[src/design/bsvc_regs.vh]
// constants for the boot strap vector capture block
//
// Contract
// - vector is sampled from the memory data bus only during cold reset
// - captured settings apply from cold reset end and stay fixed afterwards
// - bits 2:0 pick clock multiplier; 0 is times two, others reserved
// - bit 3 picks byte order; 0 little endian, 1 big endian
// - reserved bit 4 is kept in the status vector field for software
// - bits 6:5 pick boot width 8, 16 or 32; code 3 reserved
// - bit 7 zero means warm reset line driven at least 4096 cycles
// - bit 8 set leaves the watchdog disabled after cold reset
// - bits 11:9 pick pci mode; codes 6 and 7 reserved
// - pci enable resets to one for modes 1 and 2, else zero
// - reserved bits 15:12 are kept in the status vector field
// - cold reset initialises state, loads vector, and relocks the pll
// - device drives warm reset line low; outsiders may force warm reset
`ifndef BSVC_REGS_VH
`define BSVC_REGS_VH

`define BSVC_ADDR_W 8
`define BSVC_OFF_VECTOR 8'h00
`define BSVC_OFF_PCI_CTRL 8'h04
`define BSVC_OFF_CONFIG 8'h08
`define BSVC_OFF_WARM_CTRL 8'h0c

`define BSVC_VEC_W 16
`define BSVC_F_MULT_LO 0
`define BSVC_F_MULT_HI 2
`define BSVC_F_ENDIAN 3
`define BSVC_F_WIDTH_LO 5
`define BSVC_F_WIDTH_HI 6
`define BSVC_F_RST_MODE 7
`define BSVC_F_WDOG_DIS 8
`define BSVC_F_PCI_LO 9
`define BSVC_F_PCI_HI 11

`define BSVC_MULT_X2 3'h0
`define BSVC_WIDTH_RSVD 2'h3
`define BSVC_PCI_DISABLED 3'h0
`define BSVC_PCI_SAT_NOT_READY 3'h1
`define BSVC_PCI_SAT_SUSPEND 3'h2
`define BSVC_PCI_HOST_RR 3'h5

`define BSVC_VEC_RESET 16'h0000
`define BSVC_PCI_EN_RESET 1'b0
`define BSVC_WARM_DRIVE_CYCLES 4096

`endif

[src/design/bsvc_decode.v]
// splits the captured vector into registered settings
`timescale 1ns/1ps
`include "bsvc_regs.vh"

module bsvc_decode
(
    input wire core_clk,
    input wire reset_n,
    input wire load,
    input wire [`BSVC_VEC_W-1:0] vector,
    output reg [2:0] cpu_clk_mult,
    output reg big_endian,
    output reg [1:0] boot_width,
    output reg reset_mode,
    output reg watchdog_enable,
    output reg [2:0] pci_mode,
    output reg reserved_code
);

    // fields move only on load, so they stay fixed between cold resets
    always @(posedge core_clk or negedge reset_n)
    begin
        if (!reset_n)
        begin
            cpu_clk_mult <= `BSVC_MULT_X2;
            big_endian <= 1'b0;
            boot_width <= 2'h0;
            reset_mode <= 1'b0;
            watchdog_enable <= 1'b1;
            pci_mode <= `BSVC_PCI_DISABLED;
            reserved_code <= 1'b0;
        end
        else if (load)
        begin
            cpu_clk_mult <= vector[`BSVC_F_MULT_HI:`BSVC_F_MULT_LO];
            big_endian <= vector[`BSVC_F_ENDIAN];
            boot_width <= vector[`BSVC_F_WIDTH_HI:`BSVC_F_WIDTH_LO];
            reset_mode <= vector[`BSVC_F_RST_MODE];
            watchdog_enable <= ~vector[`BSVC_F_WDOG_DIS];
            pci_mode <= vector[`BSVC_F_PCI_HI:`BSVC_F_PCI_LO];
            // flags a vector that breaks the strapping contract
            reserved_code <=
                (vector[`BSVC_F_MULT_HI:`BSVC_F_MULT_LO] != `BSVC_MULT_X2)
                | (vector[`BSVC_F_WIDTH_HI:`BSVC_F_WIDTH_LO]
                   == `BSVC_WIDTH_RSVD)
                | vector[`BSVC_F_RST_MODE]
                | (vector[`BSVC_F_PCI_HI:`BSVC_F_PCI_LO]
                   > `BSVC_PCI_HOST_RR);
        end
    end

endmodule // bsvc_decode

[src/design/bsvc_warm_drive.v]
// drives the open-drain warm reset line low for a fixed count
`timescale 1ns/1ps
`include "bsvc_regs.vh"

module bsvc_warm_drive
#(
    parameter CYCLES = `BSVC_WARM_DRIVE_CYCLES
)
(
    input wire core_clk,
    input wire reset_n,
    input wire start,
    output reg line_out,
    output reg line_oe,
    output reg busy
);

    function integer bsvc_clog2;
        input integer value;
        integer v;
        begin
            v = value - 1;
            bsvc_clog2 = 1;
            while (v > 1)
            begin
                v = v >> 1;
                bsvc_clog2 = bsvc_clog2 + 1;
            end
        end
    endfunction

    localparam CW = bsvc_clog2(CYCLES) + 1;
    localparam integer LAST_I = CYCLES - 1;
    // cut on purpose: CW bits always hold the largest count value
    localparam [CW-1:0] LAST = LAST_I[CW-1:0];

    reg [CW-1:0] count;

    // a start while busy is ignored; the running stretch is not extended
    always @(posedge core_clk or negedge reset_n)
    begin
        if (!reset_n)
        begin
            count <= {CW{1'b0}};
            line_out <= 1'b1;
            line_oe <= 1'b0;
            busy <= 1'b0;
        end
        else if (!busy && start)
        begin
            count <= {CW{1'b0}};
            line_out <= 1'b0;
            line_oe <= 1'b1;
            busy <= 1'b1;
        end
        else if (busy)
        begin
            if (count == LAST)
            begin
                line_out <= 1'b1;
                line_oe <= 1'b0;
                busy <= 1'b0;
            end
            else
            begin
                count <= count + {{(CW-1){1'b0}}, 1'b1};
            end
        end
    end

endmodule // bsvc_warm_drive

[src/design/bsvc_top.v]
// boot strap vector capture with settings outputs and register port
`timescale 1ns/1ps
`include "bsvc_regs.vh"

module bsvc_top
#(
    parameter WARM_DRIVE_CYCLES = `BSVC_WARM_DRIVE_CYCLES
)
(
    input wire core_clk,
    input wire reset_n,
    input wire cold_reset_n,
    input wire [`BSVC_VEC_W-1:0] memory_data_bus,
    input wire warm_reset_line_n_in,
    output wire warm_reset_line_n_out,
    output wire warm_reset_line_n_oe,
    input wire [`BSVC_ADDR_W-1:0] reg_addr,
    input wire [31:0] reg_wdata,
    input wire reg_write,
    input wire reg_read,
    output reg [31:0] reg_rdata,
    output wire [2:0] cpu_clk_mult,
    output wire big_endian,
    output wire [1:0] boot_width,
    output wire watchdog_enable,
    output wire [2:0] pci_mode,
    output reg pci_enable,
    output reg config_valid,
    output reg pll_relock,
    output reg cold_reset_active,
    output reg warm_reset_exception
);

    function pci_en_for_mode;
        input [2:0] mode;
        begin
            pci_en_for_mode = (mode == `BSVC_PCI_SAT_NOT_READY)
                || (mode == `BSVC_PCI_SAT_SUSPEND);
        end
    endfunction

    function addr_hit;
        input [`BSVC_ADDR_W-1:0] addr;
        input [`BSVC_ADDR_W-1:0] offset;
        begin
            addr_hit = (addr == offset);
        end
    endfunction

    reg cold_prev;
    reg [`BSVC_VEC_W-1:0] shadow;
    reg [`BSVC_VEC_W-1:0] vector;
    reg capture;
    reg soft_warm;
    reg ext_guard;
    reg [31:0] next_rdata;

    wire reset_mode;
    wire reserved_code;
    wire drive_busy;
    wire cold_release;
    wire ext_warm;
    wire warm_start;

    // cold reset input is taken as synchronous; release is its rising edge
    assign cold_release = !cold_prev && cold_reset_n;

    // our own drive reads back low, so only a low seen while idle and
    // past the one-cycle release guard counts as an outside request
    assign ext_warm = config_valid && !drive_busy && !ext_guard
        && !warm_reset_line_n_in;

    assign warm_start = capture || soft_warm || ext_warm;

    always @(posedge core_clk or negedge reset_n)
    begin
        if (!reset_n)
        begin
            // idle level, so a cold reset already released is no edge
            cold_prev <= 1'b1;
            shadow <= `BSVC_VEC_RESET;
            vector <= `BSVC_VEC_RESET;
            capture <= 1'b0;
            config_valid <= 1'b0;
            pll_relock <= 1'b1;
            cold_reset_active <= 1'b1;
        end
        else
        begin
            cold_prev <= cold_reset_n;
            cold_reset_active <= !cold_reset_n;
            // the pll is held to relock for the whole cold reset
            pll_relock <= !cold_reset_n;
            capture <= cold_release;
            if (!cold_reset_n)
            begin
                // keeps the last level seen before release, so data that
                // only hold a few ns past the rising edge are still safe
                shadow <= memory_data_bus;
                config_valid <= 1'b0;
            end
            if (cold_release)
            begin
                vector <= shadow;
                config_valid <= 1'b1;
            end
        end
    end

    // pci enable reloads from the mode at cold reset end; software may
    // change it afterwards, but a cold release in the same cycle wins
    always @(posedge core_clk or negedge reset_n)
    begin
        if (!reset_n)
        begin
            pci_enable <= `BSVC_PCI_EN_RESET;
        end
        else if (cold_release)
        begin
            pci_enable <=
                pci_en_for_mode(shadow[`BSVC_F_PCI_HI:`BSVC_F_PCI_LO]);
        end
        else if (!cold_reset_n)
        begin
            pci_enable <= `BSVC_PCI_EN_RESET;
        end
        else if (reg_write && addr_hit(reg_addr, `BSVC_OFF_PCI_CTRL))
        begin
            pci_enable <= reg_wdata[0];
        end
    end

    // software warm reset request; a one-cycle strobe, ignored in cold reset
    always @(posedge core_clk or negedge reset_n)
    begin
        if (!reset_n)
        begin
            soft_warm <= 1'b0;
            ext_guard <= 1'b0;
            warm_reset_exception <= 1'b0;
        end
        else
        begin
            soft_warm <= config_valid && reg_write && reg_wdata[0]
                && addr_hit(reg_addr, `BSVC_OFF_WARM_CTRL);
            ext_guard <= drive_busy;
            warm_reset_exception <= ext_warm;
        end
    end

    bsvc_decode u_decode
    (
        .core_clk(core_clk),
        .reset_n(reset_n),
        .load(capture),
        .vector(vector),
        .cpu_clk_mult(cpu_clk_mult),
        .big_endian(big_endian),
        .boot_width(boot_width),
        .reset_mode(reset_mode),
        .watchdog_enable(watchdog_enable),
        .pci_mode(pci_mode),
        .reserved_code(reserved_code)
    );

    // reset mode 1 is reserved; the line is stretched anyway so that a
    // bad strap still yields a usable warm reset rather than none
    bsvc_warm_drive
    #(
        .CYCLES(WARM_DRIVE_CYCLES)
    )
    u_warm
    (
        .core_clk(core_clk),
        .reset_n(reset_n),
        .start(warm_start),
        .line_out(warm_reset_line_n_out),
        .line_oe(warm_reset_line_n_oe),
        .busy(drive_busy)
    );

    always @*
    begin
        next_rdata = 32'h0000_0000;
        if (addr_hit(reg_addr, `BSVC_OFF_VECTOR))
        begin
            next_rdata[`BSVC_VEC_W-1:0] = vector;
        end
        else if (addr_hit(reg_addr, `BSVC_OFF_PCI_CTRL))
        begin
            next_rdata[0] = pci_enable;
            next_rdata[3:1] = pci_mode;
        end
        else if (addr_hit(reg_addr, `BSVC_OFF_CONFIG))
        begin
            next_rdata[2:0] = cpu_clk_mult;
            next_rdata[3] = big_endian;
            next_rdata[5:4] = boot_width;
            next_rdata[6] = reset_mode;
            next_rdata[7] = watchdog_enable;
            next_rdata[8] = reserved_code;
            next_rdata[9] = config_valid;
        end
        else if (addr_hit(reg_addr, `BSVC_OFF_WARM_CTRL))
        begin
            next_rdata[1] = drive_busy;
        end
    end

    // read data stand only in the cycle after the strobe
    always @(posedge core_clk or negedge reset_n)
    begin
        if (!reset_n)
        begin
            reg_rdata <= 32'h0000_0000;
        end
        else if (reg_read)
        begin
            reg_rdata <= next_rdata;
        end
        else
        begin
            reg_rdata <= 32'h0000_0000;
        end
    end

endmodule // bsvc_top

[config.mk]
export PLATFORM = sky130hd
export DESIGN_NAME = bsvc_top
export DESIGN_NICKNAME = d
export VERILOG_FILES = /design/src/design/bsvc_decode.v /design/src/design/bsvc_warm_drive.v /design/src/design/bsvc_top.v
export VERILOG_INCLUDE_DIRS = /design/src /design/src/design
export SDC_FILE = /design/constraint.sdc
export NUM_CORES = 1
export LEC_CHECK = 0
export BUFFER_PORTS_ARGS = -buffer_cell sky130_fd_sc_hd__clkbuf_2
export CAP_MARGIN = 20
export CORE_UTILIZATION = 26
export CTS_BUF_LIST = sky130_fd_sc_hd__clkbuf_8
export DETAILED_ROUTE_END_ITERATION = 6
export SETUP_SLACK_MARGIN = 0.1
export SYNTH_ARGS = -nofsm -noshare
export SYNTH_HDL_FRONTEND = slang
export SYNTH_SLANG_ARGS = --single-unit
[constraint.sdc]
create_clock -name core_clk -period 3 [get_ports core_clk]
set_input_delay 0.6 -clock core_clk [delete_from_list [all_inputs] [get_ports core_clk]]
set_output_delay 0.6 -clock core_clk [all_outputs]
set_load 0.05 [all_outputs]
[Yosys cells after proc, flatten, opt, wreduce, memory -nomap -nowiden]
Index checks and enable logic that the tools add are counted.
Operators by class
  eq/ne operators: 10
  magnitude comparators: 1
  muxes and demuxes: 26
  multiply operators: 0
  reductions and logical operators: 23
  bitwise operators: 4
  divide/modulo/power cells: 0
  shift operators: 0
  add/sub/neg operators: 1
Operators by type and width (number)
  $mux W13: 3
  $mux W1: 17
  $eq A8 B4 Y1 const B: 2
  $mux W16: 1
  $add A13 B1 Y13 const B: 1
  $eq A13 B12 Y1 const B: 1
  $mux W6: 2
  $mux W10: 1
  $logic_and A1 B1 Y1: 9
  $eq A8 B3 Y1 const B: 1
  $logic_not A8 Y1: 1
  $mux W8: 1
  $logic_not A1 Y1: 5
  $mux W4: 1
  $ne A2 B1 Y1 const B: 2
  $reduce_and A2 Y1: 2
  $reduce_bool A2 Y1: 2
  $eq A3 B1 Y1 const B: 1
  $eq A3 B2 Y1 const B: 1
  $gt A3 B3 Y1 const B: 1
  $logic_or A1 B1 Y1: 3
  $ne A3 B1 Y1 const B: 1
  $or A1 B1 Y1: 3
  $reduce_bool A3 Y1: 1
  other kinds (2): 2
Word-level totals
  bits in read-only memories: 0
  output and inout bits: 49
  bits in latches: 0
  memory bits (writable): 0
  bits of input ports: 62
  memories: 0
  word-level logic and storage cells: 87
  register bits: 100

[Logic depth before layout (Yosys ltp)]
  depth in word-level cells: 8
  gate-level depth with buffers: 5
  gate-level depth less buffers: 5

[Hierarchy]
From an unflattened synthesis, not the netlist that was laid out.
Unflattened totals
  cells, all modules: 281
  area, all modules: 3678.5 um2
By module, submodules not included
  bsvc_top: times used 1, area an instance 2334.7 um2, sequential area each 1403.8 um2, cells an instance 173
  bsvc_warm_drive: times used 1, area an instance 854.6 um2, sequential area each 401.6 um2, cells an instance 79
  bsvc_decode: times used 1, area an instance 489.2 um2, sequential area each 301.5 um2, cells an instance 29

[Worst setup path before layout]
No wires, ideal clock.
  path type: input-to-reg
  from: input port cold_reset_n
  to: register vector[10]
  cell stages on the path: 5
  required time: 2875 ps
  path buffers: 2
  setup time: 125 ps
  arrival time: 1678 ps
  path slack: 1197 ps
  cells stage by stage: buf_2 inv_1 nor2_2 buf_4 mux2_2
Between the ends
  word-level cells in the longest chain between the ends: 1
Ends and longest elaborated chain
  from (decl): RTL line bsvc_top.v:12  | input wire cold_reset_n,
  $logic_and A1 B1 Y1: RTL line bsvc_top.v:66  | assign cold_release = !cold_prev && cold_reset_n;
  named net cold_release: RTL line bsvc_top.v:61  | wire cold_release;
  to (signal assigned): RTL line bsvc_top.v:82  | vector <= `BSVC_VEC_RESET;
  to (signal assigned): RTL line bsvc_top.v:104  | vector <= shadow;
  to (decl): RTL line bsvc_top.v:52  | reg [`BSVC_VEC_W-1:0] vector;
The timed path passes the listed nets, and every way through them passes these cells.
A chain may end at the register's enable or synchronous reset.

==> summary.md <==
| Metric | Value |
|---|---|
| Critical path, cell by cell | `clkbuf_2` |
| Critical path class | `register to output port` |
| # H-tree levels | `3` |
| Vias in the first global route | `about 2.2k` |
| Leakage | `~0.0020 uW` |
| Post-CTS Resized | `0` |
| Worst Path Required | `approximately 2.4 ns` |
| Leading area contributor after synthesis | `dfrtp_1` |
| Filler cells | `1319` |
| RSZ-0062 raised after global routing | `false` |
| CP Data Arrival Time | `between 1 and 1.5 ns` |
| Power density cells | `656 mW/mm2` |
| Ant. Diodes | `0` |
| Final hold viol count | `0` |
| DR vias | `about 2.3k` |
| Area Overhead vs Synth | `20.0%` |
| Mapped Cells | `~280` |
| Yosys reg bits | `84` |
| IO buf count | `63` |
| First-pass GRT wire length | `11.7 mm` |
| Io pins | `around 110` |
| Largest stage delay, worst path | `0.55 ns` |
| Pre-CTS setup slack | `around 0.97 ns` |
| Max-cap viol count | `0` |
| Pint | `1980 uW` |
| Seq/Total Area, Yosys | `slightly below 60%` |
| Crit. End Element | `output port` |
| # hold bufs at CTS | `0` |
| Clock root buffer | `clkbuf_8` |
| Synth area leaders | `dfrtp_1, mux2_2, buf_4` |
| Hold Crit Class | `input port to async pin` |
| Post-synth EDFFs | `0` |
| Synth warnings | `0` |
| Highest Clock Rate | `about 560 MHz` |
| GP Congestion | `between 0.7 and 0.8` |
| Layout cells sized above 1 | `40.5%` |
| Chip width | `between 100 and 150 um` |
| Gr usage total | `10.9%` |
| Initial antenna violation count | `0` |
| Count leader, synth | `dfrtp_1` |
| Worst clock skew | `roughly 0.0046 ns` |
| Post-CTS Setup Inserts | `0` |
| Post-route cell area | `about 0.0043 mm2` |
| Avg Cell Area, Syn | `around 13 um2` |
| Final setup viols | `0` |
| Synth Cell Area | `roughly 0.0036 mm2` |
| Sw frac | `29.1%` |
| Detail Route Antenna Nets | `0` |
| Status | `completed` |
| Area share of the largest cell type after synthesis | `approximately 56%` |
| Prevailing post-synth register cell | `dfrtp_1` |
| Sw power | `~820 uW` |
| Sequential power share | `48.0%` |
| Gate power share | `~17%` |
| Worst-Margin Slew | `0.553 ns` |
| Post-layout nets | `slightly above 400` |
| Worst-Skew Late Latency | `~0.36 ns` |
| Clock sinks | `84` |
| Crit-path slowest cell | `dfstp_2` |
| Inserted Clock Buffers | `9` |
| Worst vdd ir | `between 200 and 300 uV` |
| Min Hold Slack | `roughly 0.25 ns` |
| Asr flop ratio synth | `100%` |
| Largest net degree at the start of global routing | `85` |
| WP buf/inv | `1` |
| Reg clk slew, reported paths | `~0.080 ns` |
| Crit-path leading delay family | `flip-flops` |
| CTS max path bufs | `2` |
| WL per Instance | `between 10 and 15 um` |
| Post-DP HPWL | `5.24 mm` |
| Final period util | `between 50% and 60%` |
| Critical path fanouts, max | `2` |
| Core area | `~0.013 mm2` |
| Effective utilization at floorplan | `a little over a quarter` |
| Commonest cells post-synth | `dfrtp_1, mux2_2, nor2_1` |
| Die span in y | `approximately 120 um` |
| Cell variety after synth | `45` |
| Post-DP Area | `0.00402 mm2` |
| Drt first pass iters | `4` |
| Tmin final | `around 1.8 ns` |
| Die ar. | `around 0.014 mm2` |
| CTS tree | `done` |
| Final cell utilization of the core | `between 30% and 40%` |
| Max-slew headroom | `about 63%` |
| GRT overflow | `0` |
| CP startpoint kind | `register` |
| DR iter-0 viols | `137` |
| Routed vias/inst | `4.34` |
| Max-slew violation count | `0` |
| Setup WS post-layout | `about 1.2 ns` |
| Setup TNS | `0 ns` |
| Std-Cell Rows | `42` |
| Drt drc | `0` |
| Clock power share | `approximately a third` |
| DRT Wirelength | `approximately 7.2 mm` |
[layout make-up]
class	count	area [um2]	area share, %
flip-flops and latches	84	2110	49.4
clock buffers	10	138	3.23
repair buffers	66	353	8.27
clock inverters	6	111	2.61
inverters	6	22.5	0.528
multi-input cells	176	1310	30.8
well taps	176	220	5.16
[placed cells by master (no fill, tap or decap), types with 6 or more instances in the layout]
master    synthesis  layout
inv_1             6       6
nand3_1           8       8
and2_2            6       6
clkbuf_8          0      10
conb_1            1      16
nor2_1           24      24
nand2_1          14      14
mux2_2           42      42
a21oi_1           6       6
clkbuf_2          0      62
mux2i_1          12      12
dfrtp_1          80      80
[metal layers]
layer	up-vias	track usage, %	share of wire [%]
li1	1079	-	-
met1	1118	13.9	45
met4	0	6.96	3.7
met3	15	3.50	5.9
met2	63	15.8	45
met5	-	0	0
[sequential cells by signal, summed over array words and instances (netlist names), 2 cells and up]
name,cells
u_decode.cpu_clk_mult,3
shadow,16
u_decode.boot_width,2
u_warm.count,13
u_decode.pci_mode,3
vector,16
reg_rdata,16
[final timing paths]
path                                                         to                         from  depth (start not counted)  slack (ns)
setup reg to reg                    u_warm.count[5]$_DFFE_PN0P_     config_valid$_DFFE_PN0P_                          4        1.22
hold reg to reg            u_decode.watchdog_enable$_DFFE_PN1P_        vector[8]$_DFFE_PN0P_                          1        0.46
setup / recovery                                     pll_relock  cold_reset_active$_DFF_PN1_                          1        1.21
min in group core_clk                    shadow[15]$_DFFE_PN0N_          memory_data_bus[15]                          2        0.46
hold / removal                   warm_reset_exception$_DFF_PN0_                      reset_n                          2        0.25
max in group asynchronous  u_decode.watchdog_enable$_DFFE_PN1P_                      reset_n                          2        2.38
[through the flow]
| stage | std cells | power (uW) |
|---|---|---|
| after floorplan | 292 | 1710 |
| after global placement | 508 | 1830 |
| after detailed placement | 508 | 1850 |
| after CTS | 524 | 2830 |
| after global routing | 524 | 2930 |
| final | 524 | 2800 |
[power by group through the flow]
stage	combinational, uW	sequential, uW	clock [uW]
CTS	479	1350	1010
global placement	473	1360	0
finish	469	1340	986
global route	501	1360	1060
floorplan	224	1480	0
detailed placement	478	1370	0
[worst reg2reg max path: cells and delay by family (launching register included)]
family | cells | cell delay [ns]
flops | 1 | 0.44
simple gates | 3 | 0.76
compound gates | 1 | 0.47
[cells by family after synthesis]
kind of cell / Yosys count / share of synthesized area [%]
DFF: 84 / 59.3
AOI/OAI and AO/OA: 28 / 5.63
and+or+nand+nor: 75 / 11.7
muxes: 55 / 17.3
other: 1 / 0.105
xor gates and xnor gates: 1 / 0.246
adders and majority gates: 1 / 0.352
buffers and inverters: 32 / 5.35
(Power assumes the default switching activity.)
